<file path="config.mk">
export PLATFORM = sky130hd
export DESIGN_NAME = touch_sense_ctrl
export DESIGN_NICKNAME = d
export VERILOG_FILES = /design/src/common/touch_sense_pkg.sv /design/src/logic/touch_sense_ctrl.sv
export SDC_FILE = /design/constraint.sdc
export NUM_CORES = 1
export LEC_CHECK = 0
export ABC_CLOCK_PERIOD_IN_PS = 4000
export BUFFER_PORTS_ARGS = -buffer_cell sky130_fd_sc_hd__buf_2
export CORE_MARGIN = 1.5
export CORE_UTILIZATION = 35
export DETAILED_ROUTE_END_ITERATION = 16
export PLACE_DENSITY_LB_ADDON = 0.08
export SKIP_LAST_GASP = 1
export SLEW_MARGIN = 20
export SYNTH_ARGS = -nofsm -noshare
export SYNTH_HDL_FRONTEND = slang
export SYNTH_SLANG_ARGS = --single-unit
</file>
<file path="constraint.sdc">
create_clock -name clk_i -period 4 [get_ports clk_i]
set_clock_uncertainty 0.15 [all_clocks]
set_input_delay 0.6 -clock clk_i [delete_from_list [all_inputs] [get_ports clk_i]]
set_output_delay 0.6 -clock clk_i [all_outputs]
set_load 0.01 [all_outputs]
</file>
<file path="src/common/touch_sense_pkg.sv">
`default_nettype none
package touch_sense_pkg;
  // ---------------------------------------------------------------
  // register byte addresses (wishbone, one word each)
  // ---------------------------------------------------------------
  localparam logic [3:0] ADDR_PRIMARY   = 4'h0;
  localparam logic [3:0] ADDR_CHANNEL   = 4'h4;
  localparam logic [3:0] ADDR_TIMERS    = 4'h8;
  localparam logic [3:0] ADDR_COUNTS    = 4'hC;

  // ---------------------------------------------------------------
  // primary control fields
  // ---------------------------------------------------------------
  localparam int BIT_ENABLE   = 7;
  localparam int BIT_REFMODE  = 6;
  localparam int RNG_HI       = 3;
  localparam int RNG_LO       = 2;
  localparam int BIT_DIR      = 1;
  localparam int BIT_EXTSRC   = 0;

  // ---------------------------------------------------------------
  // channel and timer control fields
  // ---------------------------------------------------------------
  localparam int CH_W             = 4;
  localparam int NUM_CH           = 12;
  localparam logic [3:0] CH_RSVD_FIRST = 4'hC;
  localparam int BIT_T1_ON        = 0;
  localparam int BIT_T1_GE        = 1;
  localparam int T1CS_LO          = 2;
  localparam int T1CS_HI          = 3;
  localparam int BIT_T0_CS        = 4;
  localparam logic [1:0] T1CS_SENSE = 2'h3;
  localparam logic [1:0] RNG_OFF    = 2'h0;

  localparam logic [7:0]  PRIMARY_RST = 8'h00;
  localparam logic [31:0] DATA_ZERO   = 32'h0000_0000;

  typedef enum logic [1:0] {RANGE_OFF, RANGE_LOW, RANGE_MED, RANGE_HIGH} range_type;
endpackage
`default_nettype wire

</file>
<file path="src/logic/touch_sense_ctrl.sv">
// Function
// - channel select field addresses up to twelve sense inputs.
// - enabled unit connects the oscillator to the chosen pin.
// - read-only flag shows oscillator sourcing or sinking.
// - oscillator can clock first timer or gated timer.
// - reference mode picks converter/fixed or ground/supply thresholds.
// - two-bit range code picks off/low/medium/high current.
// - variable mode code 00 is noise detection, charge source off.
// - noise on pin toggles comparator, seen as counts.
// - gated timer off, free running, or gated by on and enable.
// - enable bit powers unit; disabled means no channel connected.
// - channel codes 1100 to 1111 reserved, connect nothing.
// - external source bit picks oscillator or external clock pin.
`default_nettype none
module touch_sense_ctrl
  import touch_sense_pkg::*;
(
  // clock and reset
  input  wire logic                clk_i,
  input  wire logic                rst_i,
  // wishbone slave
  input  wire logic                cyc_i,
  input  wire logic                stb_i,
  input  wire logic                we_i,
  input  wire logic [3:0]          adr_i,
  input  wire logic [3:0]          sel_i,
  input  wire logic [31:0]         dat_i,
  output logic      [31:0]         dat_o,
  output logic                     ack_o,
  // analog front end
  input  wire logic                osc_i,
  input  wire logic                ext_clk_i,
  input  wire logic                gate_i,
  output logic      [NUM_CH-1:0]   pad_connect_o,
  output logic                     charge_enable_o,
  output logic                     osc_enable_o,
  output logic      [1:0]          current_range_o,
  output logic                     ref_variable_o,
  // timer clock enables
  output logic                     first_timer_tick_o,
  output logic                     gated_timer_tick_o
);

  // ---------------------------------------------------------------
  // registers
  // ---------------------------------------------------------------
  logic [7:0]        primary_ff;
  logic [CH_W-1:0]   channel_ff;
  logic [4:0]        timers_ff;
  logic [7:0]        first_count_ff;
  logic [15:0]       gated_count_ff;
  logic              ack_ff;
  logic [31:0]       dat_ff;
  logic [2:0]        osc_sync_ff;
  logic [2:0]        ext_sync_ff;
  logic [2:0]        gate_sync_ff;
  logic              osc_level_ff;
  logic              ext_level_ff;
  logic              gate_level_ff;
  logic              osc_rise;
  logic              ext_rise;
  logic              wr_req;
  logic              sense_on;

  function automatic logic [7:0] merge8(input logic [7:0] old, input logic [7:0] nw, input logic en);
    merge8 = en ? nw : old;
  endfunction

  assign wr_req   = cyc_i && stb_i && we_i && !ack_ff;
  assign sense_on = primary_ff[BIT_ENABLE];

  // ---------------------------------------------------------------
  // bus writes
  // ---------------------------------------------------------------
  always_ff @(posedge clk_i) begin
    if (rst_i) begin
      primary_ff <= PRIMARY_RST;
      channel_ff <= '0;
      timers_ff  <= '0;
    end else if (wr_req && sel_i[0]) begin
      unique case (adr_i)
        ADDR_PRIMARY: primary_ff <= {dat_i[7:6], 2'h0, dat_i[3:2], 1'b0, dat_i[0]};
        ADDR_CHANNEL: channel_ff <= dat_i[CH_W-1:0];
        ADDR_TIMERS:  timers_ff  <= dat_i[4:0];
        default: ;
      endcase
    end
  end

  // ---------------------------------------------------------------
  // bus answer: one registered ack a cycle after the strobe, dropped the next cycle
  // ---------------------------------------------------------------
  always_ff @(posedge clk_i) begin
    if (rst_i) begin
      ack_ff <= 1'b0;
      dat_ff <= DATA_ZERO;
    end else begin
      ack_ff <= cyc_i && stb_i && !ack_ff;
      if (cyc_i && stb_i && !ack_ff) begin
        unique case (adr_i)
          ADDR_PRIMARY: dat_ff <= {24'h0, primary_ff[7:2], osc_level_ff, primary_ff[0]};
          ADDR_CHANNEL: dat_ff <= {28'h0, channel_ff};
          ADDR_TIMERS:  dat_ff <= {27'h0, timers_ff};
          ADDR_COUNTS:  dat_ff <= {gated_count_ff, 8'h0, first_count_ff};
          default:      dat_ff <= DATA_ZERO;
        endcase
      end
    end
  end
  assign ack_o = ack_ff;
  assign dat_o = dat_ff;

  // ---------------------------------------------------------------
  // pin synchronisers: level changes once stages two and three agree
  // ---------------------------------------------------------------
  always_ff @(posedge clk_i) begin
    if (rst_i) begin
      osc_sync_ff   <= '0;
      ext_sync_ff   <= '0;
      gate_sync_ff  <= '0;
      osc_level_ff  <= 1'b0;
      ext_level_ff  <= 1'b0;
      gate_level_ff <= 1'b0;
    end else begin
      osc_sync_ff  <= {osc_sync_ff[1:0], osc_i};
      ext_sync_ff  <= {ext_sync_ff[1:0], ext_clk_i};
      gate_sync_ff <= {gate_sync_ff[1:0], gate_i};
      if (osc_sync_ff[1] == osc_sync_ff[2]) begin
        osc_level_ff <= osc_sync_ff[2];
      end
      if (ext_sync_ff[1] == ext_sync_ff[2]) begin
        ext_level_ff <= ext_sync_ff[2];
      end
      if (gate_sync_ff[1] == gate_sync_ff[2]) begin
        gate_level_ff <= gate_sync_ff[2];
      end
    end
  end

  assign osc_rise = (osc_sync_ff[1] == osc_sync_ff[2]) && osc_sync_ff[2] && !osc_level_ff;
  assign ext_rise = (ext_sync_ff[1] == ext_sync_ff[2]) && ext_sync_ff[2] && !ext_level_ff;

  // ---------------------------------------------------------------
  // analog mux and oscillator controls
  // ---------------------------------------------------------------
  always_ff @(posedge clk_i) begin
    if (rst_i) begin
      pad_connect_o   <= '0;
      charge_enable_o <= 1'b0;
      osc_enable_o    <= 1'b0;
      current_range_o <= RNG_OFF;
      ref_variable_o  <= 1'b0;
    end else begin
      pad_connect_o <= '0;
      if (sense_on && channel_ff < CH_RSVD_FIRST) begin
        pad_connect_o[channel_ff] <= 1'b1;
      end
      ref_variable_o  <= primary_ff[BIT_REFMODE];
      current_range_o <= primary_ff[RNG_HI:RNG_LO];
      osc_enable_o    <= sense_on && (primary_ff[BIT_REFMODE] || primary_ff[RNG_HI:RNG_LO] != RNG_OFF);
      // noise mode: comparator alive, no charge current
      charge_enable_o <= sense_on && primary_ff[RNG_HI:RNG_LO] != RNG_OFF;
    end
  end

  // ---------------------------------------------------------------
  // timer clock routing and counters
  // ---------------------------------------------------------------
  always_ff @(posedge clk_i) begin
    if (rst_i) begin
      first_timer_tick_o <= 1'b0;
      gated_timer_tick_o <= 1'b0;
    end else begin
      // first timer source
      // source bit set means internal core clock, which is not counted here
      first_timer_tick_o <= !timers_ff[BIT_T0_CS] && (primary_ff[BIT_EXTSRC] ? osc_rise : ext_rise);
      gated_timer_tick_o <= timers_ff[BIT_T1_ON] && (!timers_ff[BIT_T1_GE] || gate_level_ff)
                            && timers_ff[T1CS_HI:T1CS_LO] == T1CS_SENSE && osc_rise;
    end
  end

  always_ff @(posedge clk_i) begin
    if (rst_i) begin
      first_count_ff <= '0;
    end else if (wr_req && adr_i == ADDR_COUNTS && sel_i[0]) begin
      first_count_ff <= merge8(first_count_ff, dat_i[7:0], 1'b1);
    end else if (first_timer_tick_o) begin
      first_count_ff <= first_count_ff + 8'h01;
    end
  end

  always_ff @(posedge clk_i) begin
    if (rst_i) begin
      gated_count_ff <= '0;
    end else if (wr_req && adr_i == ADDR_COUNTS && (sel_i[2] || sel_i[3])) begin
      gated_count_ff <= {merge8(gated_count_ff[15:8], dat_i[31:24], sel_i[3]),
                         merge8(gated_count_ff[7:0], dat_i[23:16], sel_i[2])};
    end else if (gated_timer_tick_o) begin
      gated_count_ff <= gated_count_ff + 16'h0001;
    end
  end

endmodule
`default_nettype wire

</file>
== Yosys cells after proc, flatten, opt, wreduce, memory -nomap -nowiden ==
Cells that the tools add are included.
Widths: inputs -> output; s select.
Storage, ports and cells
  flip-flop bits (word level): 102
  output and inout port bits: 52
Cells by class
  add/sub/neg operators: 2
  order comparisons: 3
  eq/ne operators: 9
  multiplexer cells: 10
  bitwise gates (word level): 1
  reduce and logical (&&, ||, !) cells: 38
Operators by type and width (number)
  $pmux 32 s4: 1
  $mux 16: 2
  $mux 8: 4
  $logic_and 1x1->1: 20
  $add 16x1->16 const B: 1
  $reduce_and 2->1: 5
  $add 8x1->8 const B: 1
  $eq 4x4->1 const B: 2
  $reduce_bool 2->1: 3
  $logic_not 1->1: 5
  $lt 4x5->1 const B: 1
  $demux 1 s4: 1
  $eq 4x3->1 const B: 1
  $ge 4x1->1 const B: 1
  $logic_not 4->1: 1
  $lt 4x4->1 const B: 1
  $ne 2x2->1 const B: 2
  $eq 1x1->1: 3
  $logic_or 1x1->1: 3
  $eq 2x2->1 const B: 1
  $mux 1: 2
  $reduce_or 2->1: 1
  $not 1->1: 1

== Depth between registers and ports, before layout ==
Gate-level depths: netlist of run 1.
  depth in word-level cells: 7
  depth in mapped cells: 6
  depth with buffers taken out: 6

== Worst setup path after synthesis of run 1 ==
Ideal clock, no wire load.
  path kind: input to register
  start point: input port adr_i[0]
  end point: register gated_count_ff[0]
  setup time: 0.074 ns
  arrival time: 1.982 ns
  slack: 1.794 ns
  cell stages on the path: 6
  cells stage by stage: nand4bb_4 > or3_4 > and2_1 > clkbuf_2 > or3_1 > a31oi_1
On the way
  cells in the longest elaborated chain, start to end: 5
Ends and longest elaborated chain
  start: declaration: line touch_sense_ctrl.sv:25  | input wire logic [3:0] adr_i,
  $eq 4x4->1 (*): line touch_sense_ctrl.sv:195  | end else if (wr_req && adr_i == ADDR_COUNTS && (sel_i[2] || sel_i[3])) begin
  $logic_and 1x1->1 (*) (2 in a row): line touch_sense_ctrl.sv:195
  $ne 2x2->1 (no source line) or $reduce_bool 2->1 (tied branches)
  $reduce_and 2->1 (no source line)
  end signal: assignment: line touch_sense_ctrl.sv:196  | gated_count_ff <= {merge8(gated_count_ff[15:8], dat_i[31:24], sel_i[3]),
  end signal: assignment: line touch_sense_ctrl.sv:199  | gated_count_ff <= gated_count_ff + 16'h0001;
  end: declaration: line touch_sense_ctrl.sv:51  | logic [15:0] gated_count_ff;
Every way passes the cells marked *; elsewhere a longest branch is shown, timed or not.
A chain may end at the register's enable or synchronous reset.

== Worst setup path in the final report of run 1 ==
  start point: register gated_count_ff[0]
  end point: register gated_count_ff[15]
On the way
  cells in the longest elaborated chain, start to end: 3
Ends and longest elaborated chain
  $add 16x1->16: line touch_sense_ctrl.sv:199
  $mux 16: line touch_sense_ctrl.sv:198  | end else if (gated_timer_tick_o) begin
  $mux 16: line touch_sense_ctrl.sv:195
No other way between the ends. The select of a mux whose other input is x is not followed.

==> impl_metrics.py, run 1 <==
metrics = {
    "die": {
        "core_sq_mm": 0.0108,
        "initial_utilization_pct": 35.9,
        "io_pins": 100,
        "die_w_um": 108,
        "rows": 38,
        "dieArea_sq_mm": 0.0118,
        "chipHeight_um": 108,
    },
    "worst_setup_path": {
        "worstSetupPathType": "reg -> reg",
        "setup.worst_path.end_class": "flop",
        "worstPathRequired_ns": 4.14,
        "crit_family": "simple AND/OR/NAND/NOR gates",
        "cp_max_fo": 6,
        "max_stage_delay_ns": 0.74,
        "cp.arrival_ns": 2.47,
        "start_kind": "flop",
        "crit_buf_inv": 0,
        "crit_path_top_delay_cell": "nor4_1",
        "cp_cell_sequence": "nand4_1, nor4_1, nand3_1, o31a_1, o32ai_1",
    },
    "grt": {
        "overflow": 0,
        "grt_pass1_wl_um": 16100,
        "antenna_found_initial": 0,
        "grt_pass1_vias": 3092,
        "grtUsageMet1_pct": 24.1,
        "grt_max_degree": 46,
        "use_met3_pct": 4.64,
        "busiest_layer": "met2",
        "grt_use_met2_pct": 28.8,
        "grtUsageTotal_pct": 18.1,
    },
    "clocking": {
        "cts_tree": "done",
        "postCtsHoldBufs": 0,
        "clkSinkCount": 94,
        "h-tree-depth": 3,
        "post-cts-setup-buffers": 0,
        "clock_tree.root_cell": "clkbuf_8",
        "clockBufferDepth": 2,
        "clk_latency_ns": 0.38,
        "cts-buffers-inserted": 9,
        "clk_pin_slew_worst_paths_ns": 0.10,
        "cts-resized-gates": 0,
    },
    "placement": {
        "routabilityCongestion": 0.839,
        "place_hpwl_um": 7280,
        "numPortBuffers": 82,
        "placed_cells": 653,
    },
    "power": {
        "p_per_area_mw_per_mm2": 371,
        "vdd_drop_max_v": 0.000231,
        "p_leak_nw": 1.78,
    },
    "cells_and_area": {
        "final_cell_mix": "dfxtp_1 (94), buf_2 (82), nor2_1 (61), nand2_1 (42), a21oi_1 (39)",
        "syn2layout_area_growth_pct": 18.8,
        "fill_cells": 1129,
        "layout_commonest_cell": "dfxtp_1",
        "drive_above_1_share_pct": 21.0,
        "final_cell_count_no_fill": 669,
        "antenna_cells": 0,
        "final_net_count": 576,
    },
    "logic_synthesis": {
        "ys_async_sr_fraction_pct": 0,
        "netlist_instances": 449,
        "ys.flop_type": "dfxtp_1",
        "synth.avg_cell_area_sq_um": 8.67,
        "ys_warn_count": 0,
        "synth_area_sq_mm": 0.00389,
        "yosysSeqAreaShare_pct": 48.4,
        "synth_edf_count": 0,
        "synth_seq_cells": 94,
        "post_synth_num_cell_types": 48,
    },
    "route": {
        "num_vias": 3488,
        "drt-total-wl_um": 10300,
        "antenna_left": 0,
        "routedWlPerCell_um": 15.3,
        "drt-vias-per-instance": 5.21,
        "drtPass1Iterations": 5,
        "drc": 0,
        "drtIter0Drc": 158,
    },
    "timing": {
        "fin_crit_ns": 2.33,
        "slew_headroom_pct": 46.2,
        "worstMarginPinSlew_ns": 0.799,
        "finalHoldViolations": 0,
        "tns_ns": 0,
        "slew_viol_final": 0,
        "clock.fmax_ghz": 0.430,
        "final.period_utilization_pct": 58.2,
        "rsz0062_at_grt": "false",
        "finalSetupViolations": 0,
    },
    "status": {
        "status": "complete, no violations",
    },
    "min_path": {
        "hold_path_class": "in -> reg",
    },
    "flow_run": {
        "max_cap_viol_count": 0,
    },
}
-- kinds of logic after synthesis --
family,Yosys count,synth area share (%)
fa+ha+maj,4,1.29
mux,3,0.772
buf+inv,38,4.47
other cells,1,0.0964
simple gates,183,23.6
compound gates,119,19.8
flops,94,48.4
xor+xnor,7,1.58
-- through the flow --
| stage | cell area, sq um | util [%] | setup WS [ns] | power [mW] | hold WS [ns] |
|---|---|---|---|---|---|
| 2_1_floorplan | 3920 | - | 1.79 | 1.01 | 0.264 |
| 3_3_place_gp | 4410 | 40.7 | 1.53 | 1.04 | 0.288 |
| 3_5_place_dp | 4410 | 40.7 | 1.51 | 1.04 | 0.289 |
| 6_report | 4620 | 42.6 | 1.67 | 1.72 | 0.286 |
| 4_1_cts | 4620 | 42.6 | 1.66 | 1.74 | 0.276 |
| 5_1_grt | 4620 | 42.6 | 1.45 | 1.79 | 0.276 |
-- sequential cells by signal, indices dropped and copies added, names as in the netlist, 2 cells and up --
signal	flops
gate_sync_ff	3
primary_ff	5
gated_count_ff	16
ext_sync_ff	3
first_count_ff	8
pad_connect_o	12
timers_ff	5
channel_ff	4
current_range_o	2
osc_sync_ff	3
dat_o	24
-- cell type report --
class	count	area (sq um)	share of cell area [%]
inverters	5	18.8	0.406
flip-flops and latches	94	1880	40.7
multi-input cells	324	1860	40.3
clock inverters	4	70.1	1.52
clock buffers	12	145	3.14
repair buffers	90	470	10.2
well taps	140	175	3.79
-- worst paths after layout --
kind,startpoint,endpoint,slack [ns],cells after the start
setup / recovery,gated_count_ff[0],gated_count_ff[15],1.67,5
hold / removal,ext_clk_i,ext_sync_ff[0],0.29,2
setup reg to reg,gated_count_ff[0],gated_count_ff[15],1.67,5
hold reg to reg,osc_sync_ff[0],osc_sync_ff[1],0.30,1
-- per-layer routing --
metal	vias up	part of all wire (%)
met5	-	0
met4	0	1.1
met3	8	4.9
met2	90	47
met1	1652	47
li1	1738	-
-- cell usage after synthesis, drive strengths merged, types with 3 or more instances --
master | count | area share [%]
or3 | 5 | 0.93
clkbuf | 22 | 2.2
and2 | 6 | 0.96
nor2b | 14 | 2.3
buf | 11 | 1.8
nor4bb | 3 | 0.77
xor2 | 4 | 0.90
mux2i | 3 | 0.77
inv | 5 | 0.48
xnor2 | 3 | 0.68
nor2 | 61 | 5.9
a211oi | 16 | 3.1
a21oi | 39 | 5.0
ha | 4 | 1.3
nand4 | 6 | 0.96
nand2 | 42 | 4.1
nor4 | 5 | 0.80
nor4b | 5 | 1.3
nor3 | 5 | 0.77
nand3 | 24 | 3.1
dfxtp | 94 | 48
a21o | 3 | 0.58
a31o | 3 | 0.68
o21ai | 14 | 1.8
a22oi | 29 | 5.6
-- power by group --
group | total [mW] | switching [mW] | internal [mW]
Sequential | 0.944 | 0.00339 | 0.940
Combinational | 0.0750 | 0.0492 | 0.0258
Clock | 0.698 | 0.330 | 0.368
Note: power is estimated with default switching activity, not from simulation.
==> inputs of run 2 (changes only) <==
ABC_CLOCK_PERIOD_IN_PS = 2200   (was 4000)
clock period = 2.2 ns   (was 4 ns; I/O delays follow)
==> impl_metrics.py, run 2 (synthesized netlist as in run 1, its figures left out) <==
metrics = {
    "route": {
        "drtIter0Drc": 164,
        "drc": 0,
        "drt-total-wl_um": 10400,
        "routedWlPerCell_um": 15.3,
        "drt-vias-per-instance": 5.11,
        "num_vias": 3456,
        "antenna_left": 0,
        "drtPass1Iterations": 4,
    },
    "worst_setup_path": {
        "worstSetupPathType": "reg -> reg",
        "reg2reg_slack_ns": 0.20,
        "cp.arrival_ns": 2.13,
        "reg2reg_from": "ack_o",
        "cp_max_fo": 11,
        "worstSetupStartpoint": "ack_o",
        "worstPathRequired_ns": 2.33,
        "setup.worst_path.end_class": "flop",
        "start_kind": "flop",
    },
    "cells_and_area": {
        "postLayoutCellArea_sq_mm": 0.00473,
        "fill_cells": 1129,
        "antenna_cells": 0,
        "final_net_count": 584,
        "final_core_utilization_pct": 43.6,
        "layout_commonest_cell": "dfxtp_1",
        "syn2layout_area_growth_pct": 21.6,
        "drive_above_1_share_pct": 22.6,
        "largest_reg_flops": 24,
        "final_cell_mix": "dfxtp_1 (94), buf_2 (82), nor2_1 (61), nand2_1 (42), a21oi_1 (39)",
    },
    "min_path": {
        "hold_path_class": "in -> reg",
        "hold_start": "ext_clk_i",
    },
    "placement": {
        "numPortBuffers": 82,
        "placedInstanceArea_sq_mm": 0.00448,
        "place_hpwl_um": 7350,
        "routabilityCongestion": 0.839,
    },
    "power": {
        "p_leak_nw": 1.83,
        "total_power_mw": 3.26,
        "vdd_drop_max_v": 0.000487,
        "p_per_area_mw_per_mm2": 689,
    },
    "timing": {
        "worstMarginPinSlew_ns": 0.531,
        "slew_viol_final": 0,
        "tns_ns": 0,
        "rsz0062_at_grt": "false",
        "final.period_utilization_pct": 90.7,
        "slew_headroom_pct": 64.5,
        "fin_hold_ws_ns": 0.0177,
        "clock.fmax_ghz": 0.501,
        "fin_crit_ns": 2.00,
        "finalSetupViolations": 0,
        "finalHoldViolations": 0,
    },
    "clocking": {
        "clock_tree.root_cell": "clkbuf_8",
        "post-cts-setup-buffers": 0,
        "h-tree-depth": 3,
        "clk_pin_slew_worst_paths_ns": 0.09,
        "clk_latency_ns": 0.36,
        "clockBufferDepth": 2,
        "clkSinkCount": 94,
        "cts_tree": "done",
        "cts-buffers-inserted": 9,
    },
    "grt": {
        "grt_max_degree": 64,
        "grt_pass1_wl_um": 16200,
        "antenna_found_initial": 0,
        "grtUsageTotal_pct": 18.0,
        "grt_pass1_vias": 3084,
        "overflow": 0,
    },
    "status": {
        "status": "complete, no violations",
    },
    "die": {
        "rows": 38,
        "dieArea_sq_mm": 0.0118,
        "core_sq_mm": 0.0108,
        "die_w_um": 108,
        "chipHeight_um": 108,
        "io_pins": 100,
        "initial_utilization_pct": 35.9,
    },
    "flow_run": {
        "max_cap_viol_count": 0,
    },
}
run 2: final cells by class:
class / count / area, sq um / area share [%]
inverters: 5 / 18.8 / 0.397
clock buffers: 10 / 138 / 2.91
clock inverters: 5 / 106 / 2.25
flip-flops and latches: 94 / 1880 / 39.8
repair buffers: 98 / 543 / 11.5
multi-input cells: 324 / 1870 / 39.5
well taps: 140 / 175 / 3.70
run 2: metrics by stage:
| stage | std cells | worst slack (ns) |
|---|---|---|
| 2_1_floorplan | 456 | 0.243 |
| 3_3_place_gp | 661 | 0.0986 |
| 3_5_place_dp | 661 | 0.0726 |
| 4_1_cts | 676 | 0.170 |
| 5_1_grt | 676 | 0.0536 |
| 6_report | 676 | 0.205 |
run 2: path summary, 6_finish.rpt:
check	depth (start not counted)	end
worst max-delay path	6	gated_count_ff[9]
worst min-delay path	2	ext_sync_ff[0]
worst max register to register	6	gated_count_ff[9]
worst min register to register	1	osc_sync_ff[1]
run 2: repair_timing:
item	in CTS	in global routing
hold buffers	0	0
setup endpoints to repair	0	3
endpoints found under the hold margin	0	0
gates resized for setup	0	1
run 2: per-layer routing:
layer / track usage, % / vias up / part of all wire [%]
met5: 0 / - / 0
met3: 4.40 / 10 / 5.2
met2: 28.0 / 87 / 46
met1: 25.1 / 1599 / 48
met4: 4.14 / 0 / 0.83
li1: - / 1760 / -
run 2: power by group:
part | switching, mW | leakage [nW] | total, mW | internal, mW
clock network | 0.614 | 0.119 | 1.40 | 0.784
registers | 0.00606 | 0.759 | 1.72 | 1.71
logic | 0.0920 | 0.955 | 0.146 | 0.0535
run 2: critical path, stage by stage, from the launching register on:
cell	delay [ns]
dfxtp_1	0.32
nand4b_1	0.26
buf_4	0.21
nor2_1	0.18
a22o_1	0.42
o211ai_1	0.15
a211oi_1	0.23
